$ cat config.mk
export PLATFORM = sky130hd
export DESIGN_NAME = low_speed_8bit_timer
export DESIGN_NICKNAME = d
export VERILOG_FILES = /design/src/verilog/lso_timer_pkg.sv /design/src/verilog/low_speed_8bit_timer.sv /design/src/verilog/lso_tick_sync.sv
export SDC_FILE = /design/constraint.sdc
export NUM_CORES = 1
export LEC_CHECK = 0
export BUFFER_PORTS_ARGS = -buffer_cell sky130_fd_sc_hd__buf_2
export CAP_MARGIN = 30
export CELL_PAD_IN_SITES_DETAIL_PLACEMENT = 1
export CELL_PAD_IN_SITES_GLOBAL_PLACEMENT = 2
export CORE_AREA = 10 10 78 80
export CTS_BUF_LIST = sky130_fd_sc_hd__clkbuf_16
export DETAILED_ROUTE_END_ITERATION = 16
export DIE_AREA = 0 0 88 90
export GPL_TIMING_DRIVEN = 0
export PLACE_DENSITY = 0.88
export REMOVE_ABC_BUFFERS = 1
export SYNTH_ARGS = -nofsm -noshare
export SYNTH_HDL_FRONTEND = slang
export SYNTH_SLANG_ARGS = --single-unit
export TNS_END_PERCENT = 50
$ cat constraint.sdc
create_clock -name sys_clk_i -period 2.3 [get_ports sys_clk_i]
set_input_delay 0.46 -clock sys_clk_i [delete_from_list [all_inputs] [get_ports sys_clk_i]]
set_output_delay 0.46 -clock sys_clk_i [all_outputs]
set_load 0.05 [all_outputs]
$ cat src/verilog/lso_timer_pkg.sv
package lso_timer_pkg;

    // Register map, byte addresses
    localparam logic [15:0] TIMER_CONTROL_OFS = 16'h50c0;
    localparam logic [15:0] TIMER_COUNT_VALUE_OFS = 16'h50c1;
    localparam logic [15:0] TIMER_COMPARE_VALUE_OFS = 16'h50c2;
    localparam logic [15:0] TIMER_IRQ_ENABLE_OFS = 16'h50c3;
    localparam logic [15:0] TIMER_IRQ_FLAG_OFS = 16'h50c4;

    // Field positions inside timer_control
    localparam int RUN_CONTROL_POS = 0;
    localparam int COUNT_MODE_SELECT_POS = 1;
    localparam int COUNTER_SOFT_CLEAR_POS = 4;
    // Field position inside the enable and flag registers
    localparam int IRQ_BIT_POS = 0;

    // Values after reset
    localparam logic [7:0] COUNT_VALUE_RST = 8'h00;
    localparam logic [7:0] COMPARE_VALUE_RST = 8'h00;
    localparam logic RUN_CONTROL_RST = 1'b0;
    localparam logic COUNT_MODE_SELECT_RST = 1'b0;
    localparam logic IRQ_ENABLE_RST = 1'b0;
    localparam logic IRQ_FLAG_RST = 1'b0;
    localparam logic [7:0] READ_DATA_RST = 8'h00;

    // Count mode encoding
    localparam logic MODE_REPEAT = 1'b0;
    localparam logic MODE_ONE_SHOT = 1'b1;

    // Control register as a carrier
    typedef struct packed {
        logic count_mode_select;
        logic run_control;
    } timer_ctl_t;

    localparam timer_ctl_t TIMER_CTL_RST = '{count_mode_select: COUNT_MODE_SELECT_RST,
                                             run_control: RUN_CONTROL_RST};

    // Register bus request
    typedef struct packed {
        logic [15:0] addr;
        logic [7:0] wdata;
        logic wr;
        logic rd;
    } reg_req_t;

endpackage

$ cat src/verilog/low_speed_8bit_timer.sv
`timescale 1ns/1ps
module low_speed_8bit_timer (
    input wire logic sys_clk_i, // System clock, 25 MHz
    input wire logic resetn_i, // Async reset, active low
    input wire logic low_speed_oscillator_i, // Count clock, asynchronous
    input wire logic [15:0] reg_addr_i, // Register byte address
    input wire logic [7:0] reg_wdata_i, // Write data
    input wire logic reg_wr_i, // Write strobe
    input wire logic reg_rd_i, // Read strobe
    output logic [7:0] reg_rdata_o, // Read data, cycle after strobe
    output logic irq_o // Level interrupt to the system
);
    import lso_timer_pkg::*;

    reg_req_t req;
    timer_ctl_t ctl_ff;
    logic [7:0] count_value_ff;
    logic [7:0] compare_value_ff;
    logic irq_enable_ff;
    logic irq_flag_ff;
    logic [7:0] rdata_ff;
    logic tick;
    logic step;
    logic match;
    logic wr_ctl;
    logic soft_clear;
    logic [7:0] nxt_count_value;

    // Address decode used by the write paths; the read path decodes with a case
    function automatic logic hit(input logic [15:0] a, input logic [15:0] ofs);
        return a == ofs;
    endfunction

    assign req = '{addr: reg_addr_i, wdata: reg_wdata_i, wr: reg_wr_i, rd: reg_rd_i};

    lso_tick_sync u_tick (
        .sys_clk_i(sys_clk_i),
        .resetn_i(resetn_i),
        .low_speed_oscillator_i(low_speed_oscillator_i),
        .tick_o(tick)
    );

    // Timer events
    assign step = tick & ctl_ff.run_control;
    assign match = count_value_ff == compare_value_ff;
    assign wr_ctl = req.wr & hit(req.addr, TIMER_CONTROL_OFS);
    assign soft_clear = wr_ctl & req.wdata[COUNTER_SOFT_CLEAR_POS];

    // Next count: soft clear beats a tick landing in the same cycle
    always_comb begin
        nxt_count_value = count_value_ff;
        if (soft_clear) begin
            nxt_count_value = COUNT_VALUE_RST;
        end else if (step) begin
            if (match) begin
                nxt_count_value = COUNT_VALUE_RST;
            end else begin
                nxt_count_value = count_value_ff + 8'h01;
            end
        end
    end

    // Counter; bus writes to it are ignored
    always_ff @(posedge sys_clk_i or negedge resetn_i) begin
        if (!resetn_i) begin
            count_value_ff <= COUNT_VALUE_RST;
        end else begin
            count_value_ff <= nxt_count_value;
        end
    end

    // Control; a software write wins over the one-shot stop in one cycle
    always_ff @(posedge sys_clk_i or negedge resetn_i) begin
        if (!resetn_i) begin
            ctl_ff <= TIMER_CTL_RST;
        end else if (wr_ctl) begin
            ctl_ff.run_control <= req.wdata[RUN_CONTROL_POS];
            ctl_ff.count_mode_select <= req.wdata[COUNT_MODE_SELECT_POS];
        end else if (step && match && ctl_ff.count_mode_select == MODE_ONE_SHOT) begin
            ctl_ff.run_control <= 1'b0;
        end
    end

    // Compare value
    always_ff @(posedge sys_clk_i or negedge resetn_i) begin
        if (!resetn_i) begin
            compare_value_ff <= COMPARE_VALUE_RST;
        end else if (req.wr && hit(req.addr, TIMER_COMPARE_VALUE_OFS)) begin
            compare_value_ff <= req.wdata;
        end
    end

    // Interrupt enable
    always_ff @(posedge sys_clk_i or negedge resetn_i) begin
        if (!resetn_i) begin
            irq_enable_ff <= IRQ_ENABLE_RST;
        end else if (req.wr && hit(req.addr, TIMER_IRQ_ENABLE_OFS)) begin
            irq_enable_ff <= req.wdata[IRQ_BIT_POS];
        end
    end

    // Flag: a new event beats a write-one clear in the same cycle
    always_ff @(posedge sys_clk_i or negedge resetn_i) begin
        if (!resetn_i) begin
            irq_flag_ff <= IRQ_FLAG_RST;
        end else if (step && match) begin
            irq_flag_ff <= 1'b1;
        end else if (req.wr && hit(req.addr, TIMER_IRQ_FLAG_OFS) &&
                     req.wdata[IRQ_BIT_POS]) begin
            irq_flag_ff <= 1'b0;
        end
    end

    assign irq_o = irq_flag_ff & irq_enable_ff;

    // Read data, registered; unmapped and reserved bits read zero
    always_ff @(posedge sys_clk_i or negedge resetn_i) begin
        if (!resetn_i) begin
            rdata_ff <= READ_DATA_RST;
        end else if (req.rd) begin
            case (req.addr)
                TIMER_CONTROL_OFS: rdata_ff <= {6'h00, ctl_ff};
                TIMER_COUNT_VALUE_OFS: rdata_ff <= count_value_ff;
                TIMER_COMPARE_VALUE_OFS: rdata_ff <= compare_value_ff;
                TIMER_IRQ_ENABLE_OFS: rdata_ff <= {7'h00, irq_enable_ff};
                TIMER_IRQ_FLAG_OFS: rdata_ff <= {7'h00, irq_flag_ff};
                default: rdata_ff <= 8'h00;
            endcase
        end else begin
            rdata_ff <= 8'h00;
        end
    end

    assign reg_rdata_o = rdata_ff;

    // Checks
    property p_soft_clear;
        @(posedge sys_clk_i) disable iff (!resetn_i)
        soft_clear |=> count_value_ff == 8'h00;
    endproperty
    a_soft_clear: assert property (p_soft_clear) else $error("soft clear missed");

    property p_mode_write;
        @(posedge sys_clk_i) disable iff (!resetn_i)
        wr_ctl |=> ctl_ff.count_mode_select == $past(reg_wdata_i[1]);
    endproperty
    a_mode_write: assert property (p_mode_write) else $error("mode bit not stored");

    property p_hold_stopped;
        @(posedge sys_clk_i) disable iff (!resetn_i)
        !ctl_ff.run_control && !soft_clear |=> $stable(count_value_ff);
    endproperty
    a_hold_stopped: assert property (p_hold_stopped) else $error("count moved stopped");

    property p_count_read;
        @(posedge sys_clk_i) disable iff (!resetn_i)
        reg_rd_i && reg_addr_i == TIMER_COUNT_VALUE_OFS |=>
            reg_rdata_o == $past(count_value_ff);
    endproperty
    a_count_read: assert property (p_count_read) else $error("count read wrong");

    property p_compare_write;
        @(posedge sys_clk_i) disable iff (!resetn_i)
        reg_wr_i && reg_addr_i == TIMER_COMPARE_VALUE_OFS |=>
            compare_value_ff == $past(reg_wdata_i);
    endproperty
    a_compare_write: assert property (p_compare_write) else $error("compare not stored");

    property p_irq_gate;
        @(posedge sys_clk_i) disable iff (!resetn_i)
        reg_wr_i && reg_addr_i == TIMER_IRQ_ENABLE_OFS && !reg_wdata_i[IRQ_BIT_POS] |=> !irq_o;
    endproperty
    a_irq_gate: assert property (p_irq_gate) else $error("irq while disabled");

    property p_flag_set;
        @(posedge sys_clk_i) disable iff (!resetn_i)
        step && match |=> irq_flag_ff;
    endproperty
    a_flag_set: assert property (p_flag_set) else $error("flag not set on match");

    property p_flag_clear;
        @(posedge sys_clk_i) disable iff (!resetn_i)
        reg_wr_i && reg_addr_i == TIMER_IRQ_FLAG_OFS && reg_wdata_i[0] && !(step && match)
            |=> !irq_flag_ff;
    endproperty
    a_flag_clear: assert property (p_flag_clear) else $error("flag not cleared");

    property p_increment;
        @(posedge sys_clk_i) disable iff (!resetn_i)
        step && !match && !soft_clear |=> count_value_ff == $past(count_value_ff) + 8'h01;
    endproperty
    a_increment: assert property (p_increment) else $error("count did not step");

    property p_one_shot_stop;
        @(posedge sys_clk_i) disable iff (!resetn_i)
        step && match && ctl_ff.count_mode_select && !wr_ctl
            |=> !ctl_ff.run_control && count_value_ff == 8'h00;
    endproperty
    a_one_shot_stop: assert property (p_one_shot_stop) else $error("one-shot kept running");

    property p_repeat_runs;
        @(posedge sys_clk_i) disable iff (!resetn_i)
        step && match && !ctl_ff.count_mode_select && !wr_ctl |=> ctl_ff.run_control;
    endproperty
    a_repeat_runs: assert property (p_repeat_runs) else $error("repeat mode stopped");

    // Setup registers change only on their own writes, except run, which the one-shot stop clears
    property p_run_write;
        @(posedge sys_clk_i) disable iff (!resetn_i)
        wr_ctl |=> ctl_ff.run_control == $past(reg_wdata_i[RUN_CONTROL_POS]);
    endproperty
    a_run_write: assert property (p_run_write) else $error("run bit not stored");

    property p_mode_hold;
        @(posedge sys_clk_i) disable iff (!resetn_i)
        !wr_ctl |=> $stable(ctl_ff.count_mode_select);
    endproperty
    a_mode_hold: assert property (p_mode_hold) else $error("mode bit moved");

    // One-shot stop is the only hardware path that may touch run
    property p_run_hold;
        @(posedge sys_clk_i) disable iff (!resetn_i)
        !wr_ctl && !(step && match) |=> $stable(ctl_ff.run_control);
    endproperty
    a_run_hold: assert property (p_run_hold) else $error("run bit moved");

    property p_compare_hold;
        @(posedge sys_clk_i) disable iff (!resetn_i)
        !(reg_wr_i && reg_addr_i == TIMER_COMPARE_VALUE_OFS) |=> $stable(compare_value_ff);
    endproperty
    a_compare_hold: assert property (p_compare_hold) else $error("compare moved");

    property p_enable_write;
        @(posedge sys_clk_i) disable iff (!resetn_i)
        reg_wr_i && reg_addr_i == TIMER_IRQ_ENABLE_OFS |=>
            irq_enable_ff == $past(reg_wdata_i[IRQ_BIT_POS]);
    endproperty
    a_enable_write: assert property (p_enable_write) else $error("enable not stored");

    property p_enable_hold;
        @(posedge sys_clk_i) disable iff (!resetn_i)
        !(reg_wr_i && reg_addr_i == TIMER_IRQ_ENABLE_OFS) |=> $stable(irq_enable_ff);
    endproperty
    a_enable_hold: assert property (p_enable_hold) else $error("enable moved");

    // Count moves only on a tick or a soft clear
    property p_count_ro;
        @(posedge sys_clk_i) disable iff (!resetn_i)
        reg_wr_i && reg_addr_i == TIMER_COUNT_VALUE_OFS && !step |=> $stable(count_value_ff);
    endproperty
    a_count_ro: assert property (p_count_ro) else $error("count took a write");

    property p_count_idle;
        @(posedge sys_clk_i) disable iff (!resetn_i)
        !soft_clear && !step |=> $stable(count_value_ff);
    endproperty
    a_count_idle: assert property (p_count_idle) else $error("count moved idle");

    property p_wrap;
        @(posedge sys_clk_i) disable iff (!resetn_i)
        step && match && !soft_clear |=> count_value_ff == 8'h00;
    endproperty
    a_wrap: assert property (p_wrap) else $error("count did not restart");

    // A slow oscillator rise must give exactly one tick
    property p_tick_pulse;
        @(posedge sys_clk_i) disable iff (!resetn_i)
        tick |=> !tick;
    endproperty
    a_tick_pulse: assert property (p_tick_pulse) else $error("tick longer than one cycle");

    // Flag is sticky until a write of one, and never rises on its own
    property p_flag_sticky;
        @(posedge sys_clk_i) disable iff (!resetn_i)
        irq_flag_ff &&
            !(reg_wr_i && reg_addr_i == TIMER_IRQ_FLAG_OFS && reg_wdata_i[IRQ_BIT_POS])
            |=> irq_flag_ff;
    endproperty
    a_flag_sticky: assert property (p_flag_sticky) else $error("flag dropped");

    property p_flag_quiet;
        @(posedge sys_clk_i) disable iff (!resetn_i)
        !irq_flag_ff && !(step && match) |=> !irq_flag_ff;
    endproperty
    a_flag_quiet: assert property (p_flag_quiet) else $error("flag set without event");

    property p_irq_on_event;
        @(posedge sys_clk_i) disable iff (!resetn_i)
        step && match && irq_enable_ff && !(reg_wr_i && reg_addr_i == TIMER_IRQ_ENABLE_OFS)
            |=> irq_o;
    endproperty
    a_irq_on_event: assert property (p_irq_on_event) else $error("irq not raised");

    // Read paths: one-cycle data, zero otherwise
    property p_ctl_read;
        @(posedge sys_clk_i) disable iff (!resetn_i)
        reg_rd_i && reg_addr_i == TIMER_CONTROL_OFS |=>
            reg_rdata_o == {6'h00, $past(ctl_ff)};
    endproperty
    a_ctl_read: assert property (p_ctl_read) else $error("control read wrong");

    property p_clear_reads_zero;
        @(posedge sys_clk_i) disable iff (!resetn_i)
        reg_rd_i && reg_addr_i == TIMER_CONTROL_OFS |=> !reg_rdata_o[COUNTER_SOFT_CLEAR_POS];
    endproperty
    a_clear_reads_zero: assert property (p_clear_reads_zero) else $error("clear bit read");

    property p_compare_read;
        @(posedge sys_clk_i) disable iff (!resetn_i)
        reg_rd_i && reg_addr_i == TIMER_COMPARE_VALUE_OFS |=>
            reg_rdata_o == $past(compare_value_ff);
    endproperty
    a_compare_read: assert property (p_compare_read) else $error("compare read wrong");

    property p_enable_read;
        @(posedge sys_clk_i) disable iff (!resetn_i)
        reg_rd_i && reg_addr_i == TIMER_IRQ_ENABLE_OFS |=>
            reg_rdata_o == {7'h00, $past(irq_enable_ff)};
    endproperty
    a_enable_read: assert property (p_enable_read) else $error("enable read wrong");

    property p_flag_read;
        @(posedge sys_clk_i) disable iff (!resetn_i)
        reg_rd_i && reg_addr_i == TIMER_IRQ_FLAG_OFS |=>
            reg_rdata_o == {7'h00, $past(irq_flag_ff)};
    endproperty
    a_flag_read: assert property (p_flag_read) else $error("flag read wrong");

    property p_rdata_idle;
        @(posedge sys_clk_i) disable iff (!resetn_i)
        !reg_rd_i |=> reg_rdata_o == 8'h00;
    endproperty
    a_rdata_idle: assert property (p_rdata_idle) else $error("read data not idle");

    c_match: cover property (@(posedge sys_clk_i) disable iff (!resetn_i) step && match);
    c_one_shot: cover property (@(posedge sys_clk_i) disable iff (!resetn_i)
        step && match && ctl_ff.count_mode_select);
    c_irq: cover property (@(posedge sys_clk_i) disable iff (!resetn_i) $rose(irq_o));
    c_set_clear_race: cover property (@(posedge sys_clk_i) disable iff (!resetn_i)
        step && match && reg_wr_i && reg_addr_i == TIMER_IRQ_FLAG_OFS);
    c_soft_clear: cover property (@(posedge sys_clk_i) disable iff (!resetn_i) soft_clear);

endmodule // low_speed_8bit_timer

$ cat src/verilog/lso_tick_sync.sv
`timescale 1ns/1ps
// Brings the low-speed oscillator into sys_clk and marks each rising edge
module lso_tick_sync (
    input wire logic sys_clk_i, // System clock
    input wire logic resetn_i, // Async reset, active low
    input wire logic low_speed_oscillator_i, // Oscillator level, asynchronous
    output logic tick_o // One-cycle pulse per oscillator rise
);

    logic sync1_ff;
    logic sync2_ff;
    logic prev_ff;

    // Two-stage synchroniser plus history; only sync2 and prev feed the detector
    always_ff @(posedge sys_clk_i or negedge resetn_i) begin
        if (!resetn_i) begin
            sync1_ff <= 1'b0;
            sync2_ff <= 1'b0;
            prev_ff <= 1'b0;
        end else begin
            sync1_ff <= low_speed_oscillator_i;
            sync2_ff <= sync1_ff;
            prev_ff <= sync2_ff;
        end
    end

    // Rising edge; oscillator must be well below sys_clk/2
    assign tick_o = sync2_ff & ~prev_ff;

endmodule // lso_tick_sync

==> results of run 1 <==
[area by class of cell]
| class | instances | area, um2 |
|---|---|---|
| clock buffers | 5 | 125 |
| clock inverters | 3 | 38.8 |
| fillers | 528 | 2660 |
| inverters | 4 | 15.0 |
| multi-input cells | 102 | 732 |
| flip-flops and latches | 31 | 776 |
| well taps | 54 | 67.6 |
| repair buffers | 37 | 185 |
[layer usage]
layer / global-route usage, % / part of all wire (%) / vias up
met5: 0 / 0 / -
met1: 10.8 / 38 / 618
met2: 19.5 / 55 / 25
met3: 4.15 / 6.1 / 4
met4: 2.39 / 0.61 / 0
li1: - / - / 595
[cells in the mapped netlist]
library cell / count
o41ai_1: 2
mux2i_1: 4
o21ai_0: 4
mux2_2: 10
nor4_2: 1
and3b_1: 1
ha_1: 1
nand4b_2: 1
and3_1: 2
nor2b_1: 2
nand3b_1: 2
clkbuf_1: 3
or3_1: 2
nor2_1: 10
inv_1: 4
nor4_4: 1
dfrtp_1: 31
a21oi_1: 5
and4bb_1: 1
buf_2: 2
xnor2_1: 8
and4b_1: 1
nand3_1: 4
nand2_1: 7
nand2b_1: 3
nor3_1: 8
o211ai_1: 2
or2_2: 1
nand4_1: 3
a311o_1: 1
and2_1: 2
a21o_1: 1
nor3b_1: 1
a22oi_1: 6
xor2_1: 2
nor4_1: 3
[cell usage in the layout, fill, tap and decap left out, types with 2 or more instances in the layout]
cell type  instances
nand2b_1           3
and2_1             2
mux2i_1            4
nand3b_1           2
buf_2             37
and3_1             2
nor4_1             3
xor2_1             2
nand3_1            4
nand2_1            7
nor2_1            10
a22oi_1            6
o211ai_1           2
a21oi_1            5
inv_1              4
o21ai_0            4
xnor2_1            8
nor2b_1            2
o41ai_1            2
nand4_1            3
or3_1              2
nor3_1             8
clkbuf_16          5
dfrtp_1           31
mux2_2            10
[cells by family after synthesis]
logic type,count (synthesis)
adder cells (fa/ha/maj),1
multiplexers,14
XOR/XNOR,10
buffers and inverters,9
flip-flops,31
AND/OR/NAND/NOR,56
AO/OA/AOI/OAI,21
[through the flow]
| stage | setup TNS (ns) | hold WS, ns | setup WS, ns | power [W] |
|---|---|---|---|---|
| 6_report | 0 | 0.237 | 0.225 | 0.00171 |
| 4_1_cts | 0 | 0.263 | 0.189 | 0.00174 |
| 2_1_floorplan | 0 | 0.164 | 0.382 | 0.000875 |
| 3_5_place_dp | -0.281 | 0.346 | -0.0445 | 0.000998 |
| 5_1_grt | 0 | 0.288 | 0.0886 | 0.00181 |
| 3_3_place_gp | -0.0916 | 0.342 | -0.0120 | 0.000969 |
[registers in the layout, summed over array words and instances, names as in the netlist]
name	count
reg_rdata_o	8
irq_enable_ff	1
compare_value_ff	8
ctl_ff	2
count_value_ff	8
u_tick.prev_ff	1
u_tick.sync1_ff	1
u_tick.sync2_ff	1
irq_flag_ff	1
[critical path, stage by stage]
cell	delay (ns)
buf_2	0.16
nor2b_1	0.47
inv_1	0.14
nor4_4	0.57
mux2_2	0.41
[final timing paths]
kind / startpoint / to / slack [ns]
min: resetn_i / compare_value_ff[6] / 0.24
max reg2reg: count_value_ff[0] / count_value_ff[4] / 0.39
min in group sys_clk_i: low_speed_oscillator_i / u_tick.sync1_ff / 0.29
min reg2reg: u_tick.sync1_ff / u_tick.sync2_ff / 0.35
max: reg_addr_i[1] / compare_value_ff[2] / 0.23
max in group asynchronous: resetn_i / count_value_ff[5] / 1.62
[power breakdown]
part | total, W | switching [W] | leakage, nW | internal [W]
Clock | 0.000723 | 0.000220 | 0.0812 | 0.000504
Sequential | 0.000710 | 0.000101 | 0.410 | 0.000610
Combinational | 0.000280 | 0.000147 | 0.424 | 0.000134
Total | 0.00171 | 0.000467 | 0.915 | 0.00125
==> metrics.yaml, run 1 <==
yosys:
  netlist_area_mm2: 0.00154
  ys_ff_latch: 31
  synth_fa_ha_area_share_pct: 0.810
  synthMuxAreaShare_pct: 9.89
  yosysSeqAreaShare_pct: 50.2
  synth_compound_area_share_pct: 9.08
  synth_top_family_by_area: "simple AND/OR/NAND/NOR gates"
  synth_area_leaders: "dfrtp_1 (50%), mux2_2 (7.3%), xnor2_1 (4.5%)"
  post_synth_and_or_nand_nor_area_fraction_pct: 22.0
  avgSynthCellArea_um2: 10.9
  synth_warnings: 0
  syn_inst: 142
  synth_xor_area_share_pct: 5.67
  yosysTopAreaCell: "dfrtp_1"
  synth_top_cell_area_share_pct: 50.2
  synth_cell_type_count: 36
detailed_routing:
  wl_per_cell_um: 17.3
  vias: 1242
  final_antenna_net_count: 0
  via_per_inst: 5.26
  wl_um: 4090
  first_iter_violations: 65
  dr.pass1.iters: 4
  post-route-drc-count: 0
place:
  place.port_buffers: 37
  dpl.hpwl_um: 3260
  gp_congestion: 0.777
  dp.cells: 228
  post_dp_cell_area_mm2: 0.00178
setup_path:
  cp.arrival_ns: 2.23
  worstPathRequired_ns: 2.45
  setup.worst_path.start_class: "input port"
  cp_max_fo: 9
  crit_path_end_kind: "register"
  worstSetupPathType: "in -> reg"
  rr_worst_depth: 4
timing:
  drv_slew: 0
  timing.fmax_mhz: 482
  clock-skew-final_ns: 0.00313
  fin_crit_ns: 2.07
  worst_pin_slew_ns: 0.880
  slew_headroom_pct: 40.9
  hold_viol_final: 0
  rsz0062_at_grt: "no"
  setup_viol: 0
  fin_crit_sh_pct: 90.2
clock_network:
  postCtsSetupRepairBufs: 0
  cts_buffers: 5
  clkSinkCount: 31
  cts_tree: "built"
  cts-root-buf: "clkbuf_16"
  hold_buffers: 0
  clk_path_buf_depth: 2
  clk_pin_slew_worst_paths_ns: 0.05
  ctsResizeCount: 0
  cts-htree-levels: 2
  clk_latency_ns: 0.27
die:
  die_area_mm2: 0.00792
  initial_core_util_pct: 33.6
  io_pins: 38
  die_h_um: 90
  die_w_um: 88
  rows: 25
  core_area_mm2: 0.00460
finish:
  drive_above_1_share_pct: 31.9
  fin_area_mm2: 0.00194
  final_util_pct: 42.2
  area_delta_synth_final_pct: 25.6
  n_antenna_cell: 0
  nets: 211
  stdcell_count: 236
grt:
  antenna_found_initial: 0
  grt_usage_pct: 10.6
  grt_pass1_wl_um: 6730
  grt_pass1_vias: 1386
  grt_max_degree: 32
  grt_overflow: 0
power:
  peakVddDrop_v: 0.000296
  powerDensity_mw_per_mm2: 884
  p_leak_nw: 0.915
run_status:
  status: "finished clean"
worst_hold_path:
  hold_class: "in -> async"
flow_run:
  drv_cap: 0
Note: power is estimated with default switching activity, not from simulation.
==> inputs of run 2 (changes only) <==
--- a/config.mk
+++ b/config.mk
@@ -9,10 +9,10 @@
 export CAP_MARGIN = 30
 export CELL_PAD_IN_SITES_DETAIL_PLACEMENT = 1
 export CELL_PAD_IN_SITES_GLOBAL_PLACEMENT = 2
-export CORE_AREA = 10 10 78 80
+export CORE_AREA = 5 5 73 75
 export CTS_BUF_LIST = sky130_fd_sc_hd__clkbuf_16
 export DETAILED_ROUTE_END_ITERATION = 16
-export DIE_AREA = 0 0 88 90
+export DIE_AREA = 0 0 78 80
 export GPL_TIMING_DRIVEN = 0
 export PLACE_DENSITY = 0.88
 export REMOVE_ABC_BUFFERS = 1
==> metrics.yaml, run 2 (synthesized netlist as in run 1, its figures left out) <==
setup_path:
  rr_endpoint: "count_value_ff[5]"
  setup.worst_path.start_class: "input port"
  worstPathRequired_ns: 2.46  # about the same
  rr_worst_depth: 4  # unchanged
  cp_max_fo: 9  # unchanged
  r2r-start: "count_value_ff[1]"
  crit_path_end_kind: "register"
  cp.arrival_ns: 2.18  # -0.05 ns
  worstSetupPathType: "in -> reg"
  rrSetupSlack_ns: 0.38  # about the same
timing:
  slew_headroom_pct: 40.8  # about the same
  fin_crit_ns: 2.02  # -0.0514 ns
  clock-skew-final_ns: 0.00355  # +0.000418 ns
  finalSetupTns_ns: 0  # unchanged
  worst_pin_slew_ns: 0.881  # +0.000536 ns
  setup_viol: 0  # unchanged
  drv_slew: 0  # unchanged
  fin_crit_sh_pct: 88.0  # -2.2 points
  timing.fmax_mhz: 494  # +2.5%
  hold_viol_final: 0  # unchanged
  rsz0062_at_grt: "no"
grt:
  grt_pass1_vias: 1397  # +0.79%
  grt_usage_pct: 13.8  # +3.2 points
  grt_max_degree: 32  # unchanged
  grt_pass1_wl_um: 6690  # -0.51%
  grt_overflow: 0  # unchanged
  antenna_found_initial: 0  # unchanged
die:
  die_w_um: 78  # -11%
  core_area_mm2: 0.00460  # unchanged
  io_pins: 38  # unchanged
  die_area_mm2: 0.00624  # -21%
  initial_core_util_pct: 33.6  # unchanged
  rows: 25  # unchanged
  die_h_um: 80  # -11%
detailed_routing:
  dr_wl_met3_um: 186  # -26%
  maxUsedRoutingLayer: "met4"
  wl_um: 3840  # -6.1%
  final_antenna_net_count: 0  # unchanged
  post-route-drc-count: 0  # unchanged
  vias: 1227  # -1.2%
  dr_wl_met2_um: 2100  # -6.6%
  wl_per_cell_um: 16.3  # -6.1%
  via_per_inst: 5.20  # -1.2%
  wl_met1_um: 1520  # -3.0%
  dr.pass1.iters: 4  # unchanged
  first_iter_violations: 47  # -28%
finish:
  nets: 211  # unchanged
  final_common_cell: "buf_2"
  final_cell_mix: "buf_2 (37), dfrtp_1 (31), nor2_1 (10), mux2_2 (10)"
  fillers: 532  # +0.76%
  final_util_pct: 42.2  # unchanged
  area_delta_synth_final_pct: 25.6  # unchanged
  n_antenna_cell: 0  # unchanged
  drive_above_1_share_pct: 31.9  # unchanged
place:
  dpl.hpwl_um: 2940  # -9.7%
  gp_congestion: 0.806  # +3.7%
  place.port_buffers: 37  # unchanged
clock_network:
  hold_buffers: 0  # unchanged
  clk_pin_slew_worst_paths_ns: 0.05  # about the same
  clkSinkCount: 31  # unchanged
  ctsResizeCount: 0  # unchanged
  cts-htree-levels: 2  # unchanged
  cts-root-buf: "clkbuf_16"
  cts_tree: "built"
  clk_path_buf_depth: 2  # unchanged
  cts_buffers: 5  # unchanged
  clk_latency_ns: 0.27  # about the same
  postCtsSetupRepairBufs: 0  # unchanged
run_status:
  status: "finished clean"
power:
  p_sw_w: 0.000464  # -0.59%
  peakVddDrop_v: 0.000480  # +62%
  powerDensity_mw_per_mm2: 882  # -0.16%
  comb_power_share_pct: 16.2  # -0.2 points
  power_frac_seq_pct: 41.3  # -0.2 points
  p_int_w: 0.00125  # about the same
  p_leak_nw: 0.915  # unchanged
  p_clk_share_pct: 42.5  # +0.3 points
  switching_share_pct: 27.1  # -0.12 points
flow_run:
  drv_cap: 0  # unchanged
worst_hold_path:
  hold_class: "in -> async"
## run 2: cell counts in the layout (fill, tap and decap cells not counted)
No cell type changed its count.
## run 2: stage by stage
stage / total power (W) / instance area, um2 / std cells / hold slack [ns] / setup WS, ns
4_1_cts: 0.00174 / 1940 / 236 / 0.261 / 0.238
5_1_grt: 0.00181 / 1940 / 236 / 0.293 / 0.116
3_5_place_dp: 0.000993 / 1780 / 228 / 0.350 / -0.0506
3_3_place_gp: 0.000969 / 1780 / 228 / 0.340 / -0.0215
6_report: 0.00171 / 1940 / 236 / 0.228 / 0.277
2_1_floorplan: 0.000875 / 1520 / 137 / 0.164 / 0.382
## run 2: layout make-up
class	instances	area, um2	area share [%]
Timing Repair Buffer	37	185	9.55
Clock buffer	5	125	6.45
Clock inverter	3	38.8	2.00
Multi-Input combinational cell	102	732	37.7
Tap cell	54	67.6	3.48
Inverter	4	15.0	0.774
Sequential cell	31	776	40.0
## run 2: power groups by stage
| stage | Sequential [W] | Clock (W) | Combinational (W) |
|---|---|---|---|
| finish | 0.000707 | 0.000727 | 0.000276 |
| global placement | 0.000705 | 0 | 0.000264 |
| CTS | 0.000707 | 0.000749 | 0.000285 |
| global route | 0.000718 | 0.000774 | 0.000320 |
| detailed placement | 0.000716 | 0 | 0.000278 |
| floorplan | 0.000682 | 0 | 0.000192 |
## run 2: worst max path at each step
stage | to | from
after CTS | compare_value_ff[3] | reg_addr_i[1]
after global placement | compare_value_ff[6] | reg_addr_i[1]
final | compare_value_ff[4] | reg_addr_i[1]
after global routing | compare_value_ff[3] | reg_addr_i[1]
after floorplan | compare_value_ff[0] | reg_addr_i[8]
after detailed placement | compare_value_ff[3] | reg_addr_i[1]
## run 2: worst max-delay path: stages
cell and delay (ns):
buf_2 0.16, nor2b_1 0.46, inv_1 0.14, nor4_4 0.54
mux2_2 0.41
## run 2: per-layer routing
| metal | global-route usage [%] | vias to the layer above |
|---|---|---|
| li1 | - | 593 |
| met1 | 15.2 | 610 |
| met2 | 24.0 | 22 |
| met3 | 5.19 | 2 |
| met4 | 5.24 | 0 |
| met5 | 0 | - |
==> inputs of run 3 (changes only) <==
--- a/config.mk
+++ b/config.mk
@@ -9,12 +9,12 @@
 export CAP_MARGIN = 30
 export CELL_PAD_IN_SITES_DETAIL_PLACEMENT = 1
 export CELL_PAD_IN_SITES_GLOBAL_PLACEMENT = 2
-export CORE_AREA = 5 5 73 75
+export CORE_AREA = 5 5 83 66
 export CTS_BUF_LIST = sky130_fd_sc_hd__clkbuf_16
 export DETAILED_ROUTE_END_ITERATION = 16
-export DIE_AREA = 0 0 78 80
+export DIE_AREA = 0 0 88 71
 export GPL_TIMING_DRIVEN = 0
-export PLACE_DENSITY = 0.88
+export PLACE_DENSITY = 0.89
 export REMOVE_ABC_BUFFERS = 1
 export SYNTH_ARGS = -nofsm -noshare
 export SYNTH_HDL_FRONTEND = slang
==> metrics.yaml, run 3 (synthesized netlist as in run 1, its figures left out) <==
grt:
  grt_pass1_wl_um: 6330  # -5.4%
  grt_overflow: 0  # unchanged
  grt_pass1_vias: 1258  # -9.9%
  grt_max_degree: 32  # unchanged
  grt_usage_pct: 13.5  # -0.34 points
  antenna_found_initial: 0  # unchanged
clock_network:
  clk_latency_ns: 0.27  # about the same
  clk_pin_slew_worst_paths_ns: 0.05  # about the same
  cts-root-buf: "clkbuf_16"
  cts_buffers: 5  # unchanged
  cts_tree: "built"
  cts-htree-levels: 2  # unchanged
  clk_path_buf_depth: 2  # unchanged
  clkSinkCount: 31  # unchanged
  hold_buffers: 0  # unchanged
finish:
  seq_area_um2: 776  # unchanged
  nets: 211  # unchanged
  final_common_cell: "buf_2"
  multiInputGateArea_um2: 741  # +1.2%
  area_delta_synth_final_pct: 25.0
  drive_above_1_share_pct: 31.3  # -0.55 points
  stdcell_count: 242  # +2.5%
  n_antenna_cell: 0  # unchanged
  final_cell_mix: "buf_2 (37), dfrtp_1 (31), nor2_1 (10), mux2_2 (10)"
  final_util_pct: 41.5  # -0.70 points
  fillers: 539  # +1.3%
die:
  rows: 22  # -12%
  die_area_mm2: 0.00625  # +0.13%
  die_h_um: 71  # -11%
  die_w_um: 88  # +13%
  io_pins: 38  # unchanged
  core_area_mm2: 0.00465  # +1.2%
  initial_core_util_pct: 33.2  # -0.39 points
setup_path:
  cp.arrival_ns: 2.24  # +0.06 ns
  worstSetupPathType: "in -> reg"
  worstPathRequired_ns: 2.45  # about the same
  crit_path_end_kind: "register"
  cp_max_fo: 9  # unchanged
  setup.worst_path.start_class: "input port"
  rrSetupSlack_ns: 0.42  # +0.04 ns
run_status:
  status: "finished clean"
timing:
  finalSetupTns_ns: 0  # unchanged
  hold_viol_final: 0  # unchanged
  slew_headroom_pct: 40.6  # -0.20 points
  clock-skew-final_ns: 0.00420  # +0.000655 ns
  setup_viol: 0  # unchanged
  drv_slew: 0  # unchanged
  timing.fmax_mhz: 479  # -3.1%
  whs_ns: 0.228  # +0.000335 ns
  worst_pin_slew_ns: 0.884  # +0.00298 ns
  fin_crit_ns: 2.09  # +0.0641 ns
  rsz0062_at_grt: "no"
  fin_crit_sh_pct: 90.8  # +2.8 points
detailed_routing:
  dr.pass1.iters: 4  # unchanged
  vias: 1199  # -2.3%
  first_iter_violations: 35  # -26%
  wl_um: 3730  # -3.0%
  via_per_inst: 4.95  # -4.7%
  wl_per_cell_um: 15.4  # -5.4%
  post-route-drc-count: 0  # unchanged
  final_antenna_net_count: 0  # unchanged
place:
  dp.cells: 234  # +2.6%
  gp_congestion: 0.793  # -1.6%
  dpl.hpwl_um: 2950  # +0.18%
  place.port_buffers: 37  # unchanged
power:
  p_leak_nw: 0.917  # +0.23%
  powerDensity_mw_per_mm2: 820  # -7.0%
  power.total_w: 0.00158  # -7.5%
  peakVddDrop_v: 0.000343  # -29%
worst_hold_path:
  hold_class: "in -> async"
flow_run:
  drv_cap: 0  # unchanged
-- run 3: routing by layer --
layer	vias to the layer above	track usage [%]	part of all wire [%]	wire length, um
li1	595	-	-	-
met1	579	18.0	47	1740
met2	20	20.1	47	1770
met3	5	4.89	4.9	183
met4	0	4.60	1.1	42
met5	-	0	0	0
-- run 3: final cells by class --
cell class	instances	area share (%)
Clock buffer	5	6.49
Clock inverter	3	0.649
Inverter	4	0.778
Multi-Input combinational cell	102	38.4
Sequential cell	31	40.2
Tap cell	60	3.89
Timing Repair Buffer	37	9.60
-- run 3: worst paths after layout --
kind / start / to / depth (start not counted)
worst min register to register: u_tick.sync1_ff / u_tick.sync2_ff / 0
worst max register to register: count_value_ff[5] / count_value_ff[2] / 4
worst min-delay path: resetn_i / compare_value_ff[5] / 1
max in group asynchronous: resetn_i / count_value_ff[0] / 1
min in group sys_clk_i: low_speed_oscillator_i / u_tick.sync1_ff / 1
worst max-delay path: reg_addr_i[1] / compare_value_ff[5] / 5
-- run 3: through the flow --
step / setup slack, ns / instance area [um2]
6_report: 0.212 / 1930
3_3_place_gp: -0.0750 / 1780
5_1_grt: 0.0118 / 1930
3_5_place_dp: -0.143 / 1780
2_1_floorplan: 0.382 / 1520
4_1_cts: 0.148 / 1920
-- run 3: power breakdown --
part / internal (W) / switching (W) / leakage, nW / total, W
registers: 0.000610 / 0.0000935 / 0.410 / 0.000703
clock network: 0.000389 / 0.000217 / 0.0762 / 0.000607
logic: 0.000133 / 0.000139 / 0.431 / 0.000272
total: 0.00113 / 0.000450 / 0.917 / 0.00158
-- run 3: timing repair --
item                                    in CTS  in global routing
setup buffers                                0                  0
endpoints found under the setup margin       0                  1
resized for setup                            0                  1
-- run 3: critical path, cell delays in order --
cell and delay (ns):
buf_2 0.16, nor2b_1 0.49, inv_1 0.15, nor4_4 0.57, mux2_2 0.41
